## src/include/flash_seq_pkg.sv

```systemverilog
package flash_seq_pkg;

  // ---------------------------------------------------------------------------
  // Register indices on the peripheral register port
  // ---------------------------------------------------------------------------
  localparam logic [3:0] REG_START_ADDR = 4'h0;
  localparam logic [3:0] REG_END_ADDR   = 4'h1;
  localparam logic [3:0] REG_BC_CTRL    = 4'h2;
  localparam logic [3:0] REG_SETUP_INIT = 4'h3;
  localparam logic [3:0] REG_STATUS     = 4'h4;
  localparam logic [3:0] REG_ECC_TEST   = 4'h5;
  localparam logic [3:0] REG_DUMMY_ECC  = 4'h6;

  // ---------------------------------------------------------------------------
  // Field positions
  // ---------------------------------------------------------------------------
  localparam int BC_DIR_BIT       = 0;
  localparam int SETUP_INIT_BIT   = 0;
  localparam int ECC_DISABLE_BIT  = 0;
  localparam int STAT_ECC_FULL    = 18;
  localparam int STAT_OTP_DOUBLE  = 17;
  localparam int STAT_OTP_SINGLE  = 16;
  localparam int STAT_READY       = 15;
  localparam int STAT_RSVD_HI     = 31;
  localparam int STAT_RSVD_LO     = 19;
  localparam int BC_ADDR_HI       = 18;
  localparam int BC_ADDR_LO       = 2;

  // ---------------------------------------------------------------------------
  // Reset values
  // ---------------------------------------------------------------------------
  localparam logic [31:0] ADDR_RESET        = 32'h0000_0000;
  localparam logic [31:0] REG_RESET         = 32'h0000_0000;
  localparam logic [12:0] STAT_RSVD_RESET   = 13'h0000;
  localparam logic [14:0] STAT_LOW_RESET    = 15'h0000;

  // ---------------------------------------------------------------------------
  // Carriers
  // ---------------------------------------------------------------------------
  typedef struct packed {
    logic        req;
    logic        wr;
    logic [3:0]  addr;
    logic [31:0] wdata;
  } bus_req_t;

  typedef struct packed {
    logic blank_check_start;
    logic status_clear_start;
    logic forced_stop_start;
    logic otp_read_done;
    logic otp_double_err;
    logic otp_single_corr;
    logic otp_cmd;
    logic ecc_consume;
  } seq_evt_t;

endpackage : flash_seq_pkg

```

## src/core/flash_blank_check_addr_status.sv

```systemverilog
`timescale 1ns/1ns
// Notes on behaviour
// - A 32-bit register holds the blank-check end address.
// - An inconsistent range at blank-check start flags an error and locks commands.
// - End address resets on reset and on a setup-initialise write of 1.
// - Blank check uses only end-address bits 18 down to 2.
// - Status bits 31 to 19 always read their reset value.
// - Status bit 18 shows the ECC buffer full; set on fill, cleared when emptied.
// - Dummy ECC writes while the buffer is full stall the bus with wait states.
// - With ECC disabled, the dummy ECC register acts as the ECC buffer.
// - Status bit 17 flags an OTP double error and holds the command lock.
// - The OTP value is checked during the OTP-reading command group.
// - Status bit 16 flags a corrected OTP single error; no lock follows.
// - Both OTP flags clear when status-clear or forced-stop processing begins.
// - A 32-bit start-address register gives the beginning of the target range.
// - Status bit 15 reads 0 while a command runs, 1 when idle.
module flash_blank_check_addr_status (
  input  wire logic                    i_core_clk,
  input  wire logic                    i_rst_n,
  input  wire flash_seq_pkg::bus_req_t i_bus,
  input  wire flash_seq_pkg::seq_evt_t i_evt,
  input  wire logic                    i_seq_busy,
  output logic                         o_bus_ack,
  output logic [31:0]                  o_bus_rdata,
  output logic                         o_cmd_lock,
  output logic                         o_bc_error,
  output logic [31:0]                  o_bc_start_addr,
  output logic [31:0]                  o_bc_end_addr,
  output logic                         o_bc_descending,
  output logic                         o_ecc_buffer_full,
  output logic [31:0]                  o_ecc_word
);
  import flash_seq_pkg::*;

  // ---------------------------------------------------------------------------
  // Types and helpers
  // ---------------------------------------------------------------------------
  typedef enum logic [0:0] {
    SEQ_OPEN   = 1'b0,
    SEQ_LOCKED = 1'b1
  } lock_state_t;

  // Keeps only the bits blank check walks over; the rest read as zero.
  function automatic logic [31:0] bc_mask(input logic [31:0] addr);
    logic [31:0] m;
    m = 32'h0000_0000;
    m[BC_ADDR_HI:BC_ADDR_LO] = addr[BC_ADDR_HI:BC_ADDR_LO];
    return m;
  endfunction : bc_mask

  function automatic logic hit(input bus_req_t b, input logic [3:0] idx);
    return b.addr == idx;
  endfunction : hit

  // ---------------------------------------------------------------------------
  // Registers
  // ---------------------------------------------------------------------------
  logic [31:0]  start_addr_r;
  logic [31:0]  start_addr_nxt;
  logic [31:0]  end_addr_r;
  logic [31:0]  end_addr_nxt;
  logic         bc_dir_r;
  logic         bc_dir_nxt;
  logic         ecc_disable_r;
  logic         ecc_disable_nxt;
  lock_state_t  lock_r;
  lock_state_t  lock_nxt;
  logic         ack_r;
  logic [31:0]  rdata_r;
  logic [31:0]  rdata_nxt;
  logic         bc_err_r;
  logic         bc_err_nxt;
  logic         cmd_lock_r;
  logic [31:0]  bc_start_r;
  logic [31:0]  bc_end_r;
  logic         bc_desc_r;
  logic         ecc_full_out_r;
  logic [31:0]  ecc_word_out_r;

  // ---------------------------------------------------------------------------
  // Bus decode
  // ---------------------------------------------------------------------------
  wire logic        ecc_full;
  wire logic [31:0] ecc_word;
  wire logic        otp_double;
  wire logic        otp_single;

  // The dummy ECC write is held off rather than dropped, so software can
  // stream ECC words without polling the full flag.
  wire logic stall     = i_bus.wr && hit(i_bus, REG_DUMMY_ECC) && ecc_full;
  wire logic accept    = i_bus.req && !ack_r && !stall;
  wire logic wr_take   = accept && i_bus.wr;
  wire logic rd_take   = accept && !i_bus.wr;
  wire logic wr_start  = wr_take && hit(i_bus, REG_START_ADDR);
  wire logic wr_end    = wr_take && hit(i_bus, REG_END_ADDR);
  wire logic wr_ctrl   = wr_take && hit(i_bus, REG_BC_CTRL);
  wire logic wr_setup  = wr_take && hit(i_bus, REG_SETUP_INIT);
  wire logic wr_ecct   = wr_take && hit(i_bus, REG_ECC_TEST);
  wire logic wr_dummy  = wr_take && hit(i_bus, REG_DUMMY_ECC);
  wire logic setup_one = wr_setup && i_bus.wdata[SETUP_INIT_BIT];
  wire logic clr_cmd   = i_evt.status_clear_start || i_evt.forced_stop_start;
  wire logic dbl_seen  = i_evt.otp_read_done && i_evt.otp_cmd && i_evt.otp_double_err;
  // Next value of the double-error flag, so the lock drops in the clearing cycle.
  wire logic dbl_next  = dbl_seen || (otp_double && !clr_cmd);

  // ---------------------------------------------------------------------------
  // Address registers
  // ---------------------------------------------------------------------------
  assign start_addr_nxt = setup_one ? ADDR_RESET :
                          wr_start  ? i_bus.wdata : start_addr_r;
  assign end_addr_nxt   = setup_one ? ADDR_RESET :
                          wr_end    ? i_bus.wdata : end_addr_r;
  assign bc_dir_nxt      = wr_ctrl ? i_bus.wdata[BC_DIR_BIT] : bc_dir_r;
  assign ecc_disable_nxt = wr_ecct ? i_bus.wdata[ECC_DISABLE_BIT] : ecc_disable_r;

  // ---------------------------------------------------------------------------
  // Blank-check range check
  // ---------------------------------------------------------------------------
  wire logic [31:0] start_used = bc_mask(start_addr_r);
  wire logic [31:0] end_used   = bc_mask(end_addr_r);
  // Software is expected to keep the range ordered; this catches it when not.
  wire logic range_bad = bc_dir_r ? (start_used < end_used)
                                  : (start_used > end_used);
  wire logic bc_fault  = i_evt.blank_check_start && range_bad;

  assign bc_err_nxt = bc_fault;

  // A new fault wins over a clear arriving in the same cycle.
  always_comb begin
    lock_nxt = lock_r;
    unique case (lock_r)
      SEQ_OPEN: begin
        if (bc_fault) begin
          lock_nxt = SEQ_LOCKED;
        end
      end
      SEQ_LOCKED: begin
        if (clr_cmd && !bc_fault) begin
          lock_nxt = SEQ_OPEN;
        end
      end
    endcase
  end

  // ---------------------------------------------------------------------------
  // Sub-blocks
  // ---------------------------------------------------------------------------
  ecc_buffer u_ecc_buffer (
    .i_core_clk  (i_core_clk),
    .i_rst_n     (i_rst_n),
    .i_write     (wr_dummy),
    .i_as_buffer (ecc_disable_r),
    .i_wdata     (i_bus.wdata),
    .i_consume   (i_evt.ecc_consume),
    .o_full      (ecc_full),
    .o_word      (ecc_word)
  );

  otp_monitor u_otp_monitor (
    .i_core_clk    (i_core_clk),
    .i_rst_n       (i_rst_n),
    .i_check       (i_evt.otp_read_done && i_evt.otp_cmd),
    .i_double_err  (i_evt.otp_double_err),
    .i_single_corr (i_evt.otp_single_corr),
    .i_clear       (clr_cmd),
    .o_double      (otp_double),
    .o_single      (otp_single)
  );

  // ---------------------------------------------------------------------------
  // Read path
  // ---------------------------------------------------------------------------
  wire logic [31:0] status_word = {STAT_RSVD_RESET,
                                   ecc_full,
                                   otp_double,
                                   otp_single,
                                   !i_seq_busy,
                                   STAT_LOW_RESET};

  wire logic [31:0] rd_mux =
    hit(i_bus, REG_START_ADDR) ? start_addr_r :
    hit(i_bus, REG_END_ADDR)   ? end_addr_r :
    hit(i_bus, REG_BC_CTRL)    ? {31'h0000_0000, bc_dir_r} :
    hit(i_bus, REG_STATUS)     ? status_word :
    hit(i_bus, REG_ECC_TEST)   ? {31'h0000_0000, ecc_disable_r} :
    hit(i_bus, REG_DUMMY_ECC)  ? ecc_word : REG_RESET;

  assign rdata_nxt = rd_take ? rd_mux : REG_RESET;

  // ---------------------------------------------------------------------------
  // State
  // ---------------------------------------------------------------------------
  always_ff @(posedge i_core_clk) begin
    if (!i_rst_n) begin
      start_addr_r  <= ADDR_RESET;
      end_addr_r    <= ADDR_RESET;
      bc_dir_r      <= 1'b0;
      ecc_disable_r <= 1'b0;
      lock_r        <= SEQ_OPEN;
    end else begin
      start_addr_r  <= start_addr_nxt;
      end_addr_r    <= end_addr_nxt;
      bc_dir_r      <= bc_dir_nxt;
      ecc_disable_r <= ecc_disable_nxt;
      lock_r        <= lock_nxt;
    end
  end

  always_ff @(posedge i_core_clk) begin
    if (!i_rst_n) begin
      ack_r   <= 1'b0;
      rdata_r <= REG_RESET;
      bc_err_r <= 1'b0;
    end else begin
      ack_r    <= accept;
      rdata_r  <= rdata_nxt;
      bc_err_r <= bc_err_nxt;
    end
  end

  // Outputs are registered copies so downstream timing starts at a flop.
  // The lock output tracks the double-error flag in the same cycle.
  always_ff @(posedge i_core_clk) begin
    if (!i_rst_n) begin
      cmd_lock_r     <= 1'b0;
      bc_start_r     <= ADDR_RESET;
      bc_end_r       <= ADDR_RESET;
      bc_desc_r      <= 1'b0;
      ecc_full_out_r <= 1'b0;
      ecc_word_out_r <= REG_RESET;
    end else begin
      cmd_lock_r     <= (lock_nxt == SEQ_LOCKED) || dbl_next;
      bc_start_r     <= start_used;
      bc_end_r       <= end_used;
      bc_desc_r      <= bc_dir_r;
      ecc_full_out_r <= ecc_full;
      ecc_word_out_r <= ecc_word;
    end
  end

  assign o_bus_ack         = ack_r;
  assign o_bus_rdata       = rdata_r;
  assign o_cmd_lock        = cmd_lock_r;
  assign o_bc_error        = bc_err_r;
  assign o_bc_start_addr   = bc_start_r;
  assign o_bc_end_addr     = bc_end_r;
  assign o_bc_descending   = bc_desc_r;
  assign o_ecc_buffer_full = ecc_full_out_r;
  assign o_ecc_word        = ecc_word_out_r;

endmodule : flash_blank_check_addr_status

```

## src/core/ecc_buffer.sv

```systemverilog
`timescale 1ns/1ns
module ecc_buffer (
  input  wire logic        i_core_clk,
  input  wire logic        i_rst_n,
  input  wire logic        i_write,
  input  wire logic        i_as_buffer,
  input  wire logic [31:0] i_wdata,
  input  wire logic        i_consume,
  output logic             o_full,
  output logic [31:0]      o_word
);
  import flash_seq_pkg::*;

  logic        full_r;
  logic        full_nxt;
  logic [31:0] word_r;

  // A fill in the same cycle as a drain wins, so no ECC word is lost.
  assign full_nxt = (i_write && i_as_buffer) ? 1'b1 :
                    i_consume               ? 1'b0 : full_r;

  always_ff @(posedge i_core_clk) begin
    if (!i_rst_n) begin
      full_r <= 1'b0;
      word_r <= REG_RESET;
    end else begin
      full_r <= full_nxt;
      if (i_write) begin
        word_r <= i_wdata;
      end
    end
  end

  assign o_full = full_r;
  assign o_word = word_r;

endmodule : ecc_buffer

```

## src/core/otp_monitor.sv

```systemverilog
`timescale 1ns/1ns
module otp_monitor (
  input  wire logic i_core_clk,
  input  wire logic i_rst_n,
  input  wire logic i_check,
  input  wire logic i_double_err,
  input  wire logic i_single_corr,
  input  wire logic i_clear,
  output logic      o_double,
  output logic      o_single
);
  import flash_seq_pkg::*;

  logic dbl_r;
  logic sgl_r;
  logic dbl_nxt;
  logic sgl_nxt;

  // Set beats clear: a fault seen in the clearing cycle must survive.
  assign dbl_nxt = (i_check && i_double_err) ? 1'b1 : i_clear ? 1'b0 : dbl_r;
  assign sgl_nxt = (i_check && i_single_corr) ? 1'b1 : i_clear ? 1'b0 : sgl_r;

  always_ff @(posedge i_core_clk) begin
    if (!i_rst_n) begin
      dbl_r <= 1'b0;
      sgl_r <= 1'b0;
    end else begin
      dbl_r <= dbl_nxt;
      sgl_r <= sgl_nxt;
    end
  end

  assign o_double = dbl_r;
  assign o_single = sgl_r;

endmodule : otp_monitor

```

## config.mk

```make
export PLATFORM = sky130hd
export DESIGN_NAME = flash_blank_check_addr_status
export DESIGN_NICKNAME = d
export VERILOG_FILES = /design/src/include/flash_seq_pkg.sv /design/src/core/flash_blank_check_addr_status.sv /design/src/core/ecc_buffer.sv /design/src/core/otp_monitor.sv
export SDC_FILE = /design/constraint.sdc
export NUM_CORES = 1
export LEC_CHECK = 0
export ABC_CLOCK_PERIOD_IN_PS = 2400
export BUFFER_PORTS_ARGS = -buffer_cell sky130_fd_sc_hd__buf_4
export CORE_ASPECT_RATIO = 1.75
export CORE_MARGIN = 1
export CORE_UTILIZATION = 43
export CTS_CLUSTER_DIAMETER = 120
export CTS_CLUSTER_SIZE = 30
export DETAILED_ROUTE_END_ITERATION = 7
export MAX_ROUTING_LAYER = met4
export PLACE_DENSITY = 0.66
export SYNTH_ARGS = -nofsm -noshare
export SYNTH_HDL_FRONTEND = slang
export SYNTH_SLANG_ARGS = --single-unit
export TNS_END_PERCENT = 30
```

## constraint.sdc

```tcl
create_clock -name i_core_clk -period 2.4 [get_ports i_core_clk]
set_input_delay 0.24 -clock i_core_clk [delete_from_list [all_inputs] [get_ports i_core_clk]]
set_output_delay 0.24 -clock i_core_clk [all_outputs]
set_load 0.03 [all_outputs]
```

; Word level (Yosys, flattened, before mapping)
; Cells that the tools add are included.
; W data, S select, Z words.
[op_classes]
addsub = 0
multipliers = 0
div = 0
order_cmp = 2
n_eq_ne = 6
n_shift = 0
n_mux = 15
bitwise_logic = 2
n_reduce_logical = 35
[ops]
columns = operator, n
row1 = $mux W32, 6
row2 = $logic_and A1 B1 Y1, 20
row3 = $gt A19 B19 Y1, 1
row4 = $lt A19 B19 Y1, 1
row5 = $eq A4 B3 Y1 const B, 3
row6 = $eq A4 B2 Y1 const B, 2
row7 = $mux W1, 8
row8 = $logic_not A1 Y1, 6
row9 = $reduce_bool A2 Y1, 3
row10 = $eq A4 B1 Y1 const B, 1
row11 = $logic_not A4 Y1, 1
row12 = $logic_or A1 B1 Y1, 3
row13 = $not A1 Y1, 2
row14 = $pmux W1 S2, 1
row15 = $reduce_and A2 Y1, 1
row16 = $reduce_or A2 Y1, 1
[word_totals]
regBits = 235
latch_bits = 0
ramBits = 0
rom_bits = 0
in_bits = 49
output_inout_bits = 133
elab_cells = 80
n_memories = 0

; Depth between registers and ports, before layout
; Gate-level depths: netlist (run 1).
[logic_depth]
depth_word = 9
depth_mapped = 8

; Hierarchy
; A second synthesis (run 1) with hierarchy kept.
[unflattened]
hier_cells = 796
area_unflattened_um2 = 7791.2
[by_module_without_submodules]
columns = mod, n_inst, cells_each, area_each_um2, seq_area_each_um2
row1 = flash_blank_check_addr_status, 1, 681, 6434.9, 3403.3
row2 = ecc_buffer, 1, 107, 1281.2, 660.6
row3 = otp_monitor, 1, 8, 75.1, 40.0

; Worst setup path after synthesis (run 1)
; No wires, ideal clock.
[synth_path]
path_kind = reg-to-reg
startpoint = register end_addr_r[14]
endpoint = register cmd_lock_r (netlist: o_cmd_lock)
setup_time_ps = 125
arrival_time_ps = 1754
path_slack_ps = 520
stages_incl_launch_ff = 9
synth_period_minus_slack_ps = 1880
path_cell_list = dfxtp_1 -> inv_1 -> ha_1 -> a41o_1 -> a21oi_1 -> o32ai_1 -> nor4_1 -> mux2i_1 -> nand3b_1
[synth_via]
elab_chain_cells = 8
word_cells_on_any_way = 10
classes_between = order compare (2) / mux (4) / reduce/logical (4)
[synth_rtl]
columns = item, line_no
row1 = from (decl), flash_blank_check_addr_status.sv:60  ; logic [31:0] end_addr_r;
row2 = from (signal assigned), flash_blank_check_addr_status.sv:202  ; end_addr_r <= end_addr_nxt;
row3 = $gt A19 B19 Y1 or $lt A19 B19 Y1 (tied branches), "flash_blank_check_addr_status.sv:123, flash_blank_check_addr_status.sv:122"
row4 = $mux W1 (*), flash_blank_check_addr_status.sv:122  ; wire logic range_bad = bc_dir_r ? (start_used < end_used)
row5 = $logic_and A1 B1 Y1 (*), flash_blank_check_addr_status.sv:124  ; wire logic bc_fault = i_evt.blank_check_start && range_bad;
row6 = $logic_not A1 Y1, flash_blank_check_addr_status.sv:138  ; if (clr_cmd && !bc_fault) begin
row7 = $logic_and A1 B1 Y1, flash_blank_check_addr_status.sv:138
row8 = $mux W1, flash_blank_check_addr_status.sv:138
row9 = $pmux W1 S2 (*), flash_blank_check_addr_status.sv:131  ; unique case (lock_r)
row10 = $logic_or A1 B1 Y1 (*), flash_blank_check_addr_status.sv:232  ; cmd_lock_r <= (lock_nxt == SEQ_LOCKED) || dbl_next;
row11 = to (signal assigned), flash_blank_check_addr_status.sv:232
row12 = to (decl), flash_blank_check_addr_status.sv:73  ; logic cmd_lock_r;
; Mark *: on every way between the ends. The rest lies on a longest branch, timed or not.
; A chain may end at the register's enable or synchronous reset.

; Worst setup path in the final report (run 1)
; Same ends and word-level chain as after synthesis.

==> impl_metrics.json, run 1 <==
{
  "drive_gt1_share_pct": 20.2,
  "final_nets": 1021,
  "fin_crit_sh_pct": 91.0,
  "postSynth.asyncResetShare_pct": 0,
  "drc": 0,
  "place.gp.congestion": 0.824,
  "drtAntennaViolNets": 0,
  "clkTransAtPathRegs_ps": 110,
  "cp_max_fo": 4,
  "die_w_um": 102,
  "pwr-share-comb_pct": 6.3,
  "start_kind": "register",
  "skew_ps": 14.1,
  "start_util_pct": 44.3,
  "maxCapViolCount": 0,
  "htree_levels": 1,
  "post_cts_resized": 0,
  "grt_pass1_wl_um": 30500,
  "viasPerCell": 5.03,
  "die_h_um": 178,
  "root_buffer": "clkbuf_16",
  "grt_max_degree": 67,
  "power.switching_mw": 1.29,
  "syn_inst": 827,
  "yosysTopAreaCellShare_pct": 54.2,
  "power_frac_clock_pct": 33.0,
  "hold_class": "in -> reg",
  "ys_ff_latch": 205,
  "grt-ovfl-total": 0,
  "post_drt_wl_per_cell_um": 16.4,
  "netlist_area_mm2": 0.00757,
  "ys_warn_count": 0,
  "hold_violations": 0,
  "post-route-min-period_ps": 2180,
  "cts.sinks": 205,
  "yosysUniqueCellTypes": 39,
  "p_int_mw": 4.37,
  "ys_seq_area_share_pct": 54.2,
  "numCtsBuffers": 10,
  "antenna_found_initial": 0,
  "syn_area_per_cell_um2": 9.15,
  "cts_tree": "yes",
  "holdWs_ps": 11.5,
  "synth_area_leaders": "dfxtp_1 (54%), nand2_1 (10%), and2_1 (5.7%), a21oi_1 (5.0%), a222oi_1 (3.6%)",
  "reg2reg_depth": 8,
  "drt_iter0_drc": 370,
  "place_hpwl_um": 13100,
  "grt_pass1_vias": 5775,
  "ios": 182,
  "worstMarginPinSlew_ps": 780,
  "p_leak_nw": 3.63,
  "ys.flop_type": "dfxtp_1",
  "setup_tns_ps": 0,
  "p_seq_share_pct": 60.6,
  "status": "complete, no violations",
  "dieArea_mm2": 0.0182,
  "worstHoldPathCells": 3,
  "setup_viol": 0,
  "yosysMostFrequentCell": "dfxtp_1",
  "clock_latency_ps": 470,
  "critPathKind": "reg -> reg",
  "synth-edff-count": 0,
  "cp.required_ps": 2750,
  "grt_util_all_layers_pct": 22.7,
  "port_buffers": 151,
  "power.density_mw_per_mm2": 622,
  "area_delta_synth_final_pct": 20.2,
  "num_vias": 5951,
  "peakVddDrop_v": 0.000574,
  "wirelength_um": 19400,
  "power_mw": 5.66,
  "power_switching_share_pct": 22.8,
  "cp-end-kind": "register",
  "yosys-top-cells-count": "dfxtp_1 (205), nand2_1 (203), a21oi_1 (75)",
  "firstDrtPassIters": 6,
  "drv_slew": 0,
  "rows": 63,
  "num_antenna_cells": 0,
  "nFillCells": 1610,
  "max_slew_margin_pct": 48.0,
  "critPathArrivalTime_ps": 2540,
  "synth.largest_area_cell": "dfxtp_1",
  "cts_buffer_depth": 3,
  "fmax_ghz": 0.458,
  "rsz0062_at_grt": "false",
  "core_area_mm2": 0.0171
}
## worst paths after layout
path                                                 to           start  slack, ps
worst min register to register                   lock_r          lock_r        460
worst min-delay path            u_ecc_buffer.o_word[23]       i_bus[23]         10
worst max-delay path                         o_cmd_lock  end_addr_r[14]        220
worst max register to register               o_cmd_lock  end_addr_r[14]        220
## flip-flops by register name (all words and copies together) (netlist names), 17 cells and up
register / count
start_addr_r: 32
o_bc_end_addr: 17
end_addr_r: 32
o_bc_start_addr: 17
o_bus_rdata: 32
u_ecc_buffer.o_word: 32
o_ecc_word: 32
## worst max-delay path: stages, from the launching register on
cell and delay, ps:
dfxtp_1 380, inv_1 60, ha_1 310, a41o_1 240, a21oi_1 120, o32ai_1 100, nor4_1 340, mux2i_1 410
nand3b_1 110
## repair_timing
| action | CTS | global route |
|---|---|---|
| hold buffers | 2 | 0 |
| hold endpoints to repair | 2 | 0 |
| setup buffers | 0 | 0 |
## cells by family after synthesis
kind of cell | share of synthesized area [%]
flip-flops | 54.2
adder cells (fa/ha/maj) | 2.81
AO/OA/AOI/OAI | 13.5
buffers and inverters | 7.60
AND/OR/NAND/NOR | 21.2
multiplexers | 0.661
other | 0.0495
## layout by cell type (no fill, tap or decap), types with 4 or more instances in the layout
master     netlist  routed
a21boi_1        30      30
a21o_1           4       4
a21oi_1         75      75
a222oi_1        27      27
and2_1          69      68
buf_12           0       4
buf_4           34     164
clkbuf_16        0      11
conb_1           1      30
dfxtp_1        205     205
ha_1            17      17
inv_1           20      20
mux2i_1          5       5
nand2_1        203     201
nand4_1          5       5
nor2_1          34      34
nor2b_1          8       8
nor3_1           6       6
## final cells by class
type | instances | area [µm²] | share of cell area (%)
tap | 227 | 284 | 3.12
sequential | 205 | 4100 | 45.1
timing repair buffer | 170 | 1330 | 14.6
inverter | 20 | 75.1 | 0.825
clock buffer | 11 | 275 | 3.02
multi-input combinational | 548 | 3020 | 33.2
clock inverter | 1 | 7.51 | 0.0825
## per-stage QoR
stage	instance area [µm²]	setup slack, ps	instances	utilization [%]
floorplan	7680	520	856	-
global placement	8800	319	1168	51.4
detailed placement	8800	224	1168	51.4
CTS	9100	209	1182	53.2
global route	9100	87.9	1182	53.2
finish	9100	216	1182	53.2
## routing by layer
layer,global-route usage [%],routed length (µm),vias to the layer above
li1,-,-,2927
met1,23.5,7100,2756
met2,42.2,10500,218
met3,2.36,1030,50
met4,10.3,730,0
met5,-,0,-
## power groups by stage
stage	combinational, mW	clock, mW	sequential (mW)
6_report	0.357	1.87	3.43
5_1_grt	0.384	2.04	3.44
4_1_cts	0.358	1.92	3.43
3_5_place_dp	0.355	0	3.51
3_3_place_gp	0.353	0	3.51
2_1_floorplan	0.227	0	3.52
Note: power is estimated with default switching activity, not from simulation.
==> run 2, diff against run 1 <==
--- a/config.mk
+++ b/config.mk
@@ -6,7 +6,7 @@
 export NUM_CORES = 1
 export LEC_CHECK = 0
 export ABC_CLOCK_PERIOD_IN_PS = 2400
-export BUFFER_PORTS_ARGS = -buffer_cell sky130_fd_sc_hd__buf_4
+export BUFFER_PORTS_ARGS = -buffer_cell sky130_fd_sc_hd__buf_2
 export CORE_ASPECT_RATIO = 1.75
 export CORE_MARGIN = 1
 export CORE_UTILIZATION = 43
==> run 2 against run 1 <==
  * Via count shrank 0.64%
  * Count of clock-buffer cells in the layout unchanged
  * Utilization shrank 2.4 points
  * Critical endpoint unchanged
==> impl_metrics.json, run 2 (synthesis results as in run 1) <==
{
  "status": "complete, no violations",
  "cp_slowest_cell": "dfxtp_1",
  "cts-hold-fix-buffers": 1,
  "grt_pass1_wl_um": 29000,
  "peakVddDrop_v": 0.000448,
  "firstDrtPassIters": 8,
  "antenna_found_initial": 3,
  "path_depth": 8,
  "fin_crit_sh_pct": 87.8,
  "max_slew_margin_pct": 49.6,
  "path_buf_inv": 1,
  "skew_ps": 16.6,
  "postCtsSetupRepairBufs": 0,
  "worstReg2RegEnd": "o_cmd_lock",
  "core_area_mm2": 0.0171,
  "dieArea_mm2": 0.0182,
  "worstSetupEndpoint": "o_cmd_lock",
  "worstMarginPinSlew_ps": 757,
  "grt_util_all_layers_pct": 21.5,
  "drive_gt1_share_pct": 20.3,
  "grt_max_degree": 57,
  "rows": 63,
  "die_h_um": 178,
  "cp-end-kind": "register",
  "cp_max_fo": 4,
  "holdWs_ps": 12.4,
  "cp_cell_sequence": "inv_1 -> ha_1 -> a41o_1 -> a21oi_1 -> o32ai_1 -> nor4_1 -> mux2i_1 -> nand3b_1",
  "maxCapViolCount": 0,
  "critPathKind": "reg -> reg",
  "clock_latency_ps": 470,
  "cp.required_ps": 2750,
  "power.density_mw_per_mm2": 646,
  "holdCritStartpoint": "i_bus[21]",
  "p_leak_nw": 3.59,
  "hold_class": "in -> reg",
  "cts_tree": "yes",
  "setup_viol": 0,
  "place_hpwl_um": 12800,
  "start_util_pct": 44.3,
  "final_nets": 1021,
  "ios": 182,
  "drv_slew": 0,
  "drc": 0,
  "post-route-min-period_ps": 2110,
  "layout_commonest_cell": "dfxtp_1",
  "start_kind": "register",
  "fmax_ghz": 0.475,
  "wirelength_um": 18600,
  "drtAntennaViolNets": 0,
  "hold_violations": 0,
  "mostFrequentLayoutCells": "dfxtp_1 (205), nand2_1 (201), buf_2 (151)",
  "place.gp.congestion": 0.863,
  "rsz0062_at_grt": "false",
  "cts.sinks": 205,
  "post_cts_resized": 0,
  "numCtsBuffers": 10,
  "path_delay_family": "compound AO/OA/AOI/OAI gates",
  "setup_tns_ps": 0,
  "r2r_start": "end_addr_r[14]",
  "grt-ovfl-total": 0,
  "drt_iter0_drc": 351,
  "cp-startpoint": "end_addr_r[14]",
  "worst_slack_ps": 294,
  "critPathArrivalTime_ps": 2460,
  "die_w_um": 102,
  "regToRegSetupSlack_ps": 290,
  "area_delta_synth_final_pct": 14.8,
  "cts_buffer_depth": 3,
  "post-place-cells": 1169,
  "fin_cells": 1185,
  "reg2reg_depth": 8,
  "grt_pass1_vias": 5617,
  "post_drt_wl_per_cell_um": 15.7,
  "slowest_delay_ps": 380,
  "port_buffers": 151,
  "num_vias": 5913,
  "preCtsSetupSlack_ps": 299,
  "root_buffer": "clkbuf_16",
  "htree_levels": 1,
  "clkTransAtPathRegs_ps": 110,
  "viasPerCell": 4.99
}
-- run 2: cell type report --
cell class,count,area [µm²]
antenna,3,7.51
clock buffer,11,275
clock inverter,1,7.51
fill,1686,8410
inverter,20,75.1
multi-input combinational,548,3020
sequential,205,4100
tap,227,284
timing repair buffer,170,913
-- run 2: layer usage --
metal / track usage (%) / vias to the layer above / share of wire [%]
li1: - / 2924 / -
met1: 23.5 / 2742 / 38
met2: 38.7 / 210 / 54
met3: 2.48 / 37 / 5.1
met4: 8.63 / 0 / 2.9
met5: - / - / 0
-- run 2: metrics by stage --
stage / power [mW] / utilization, % / cell area [µm²]
after global routing: 5.84 / 50.8 / 8690
final: 5.62 / 50.8 / 8690
after floorplan: 3.75 / - / 7680
after detailed placement: 3.84 / 49.1 / 8390
after global placement: 3.83 / 49.1 / 8390
after CTS: 5.67 / 50.8 / 8680
-- run 2: worst min path at each step --
stage	end	slack, ps	depth (start not counted)
CTS	u_ecc_buffer.o_word[24]	2	3
detailed placement	lock_r	430	2
floorplan	o_bus_ack	350	1
global placement	lock_r	420	2
finish	start_addr_r[21]	10	3
global route	start_addr_r[21]	2	3
-- run 2: worst reg2reg max path, stage by stage, from the launching register on --
cell	delay, ps
dfxtp_1	380
inv_1	60
ha_1	300
a41o_1	230
a21oi_1	120
o32ai_1	100
nor4_1	320
mux2i_1	380
nand3b_1	110
-- run 2: power breakdown --
group          switching, mW  internal (mW)
Combinational          0.237         0.0871
Clock                   1.03          0.830
Sequential            0.0121           3.42
Total                   1.28           4.34
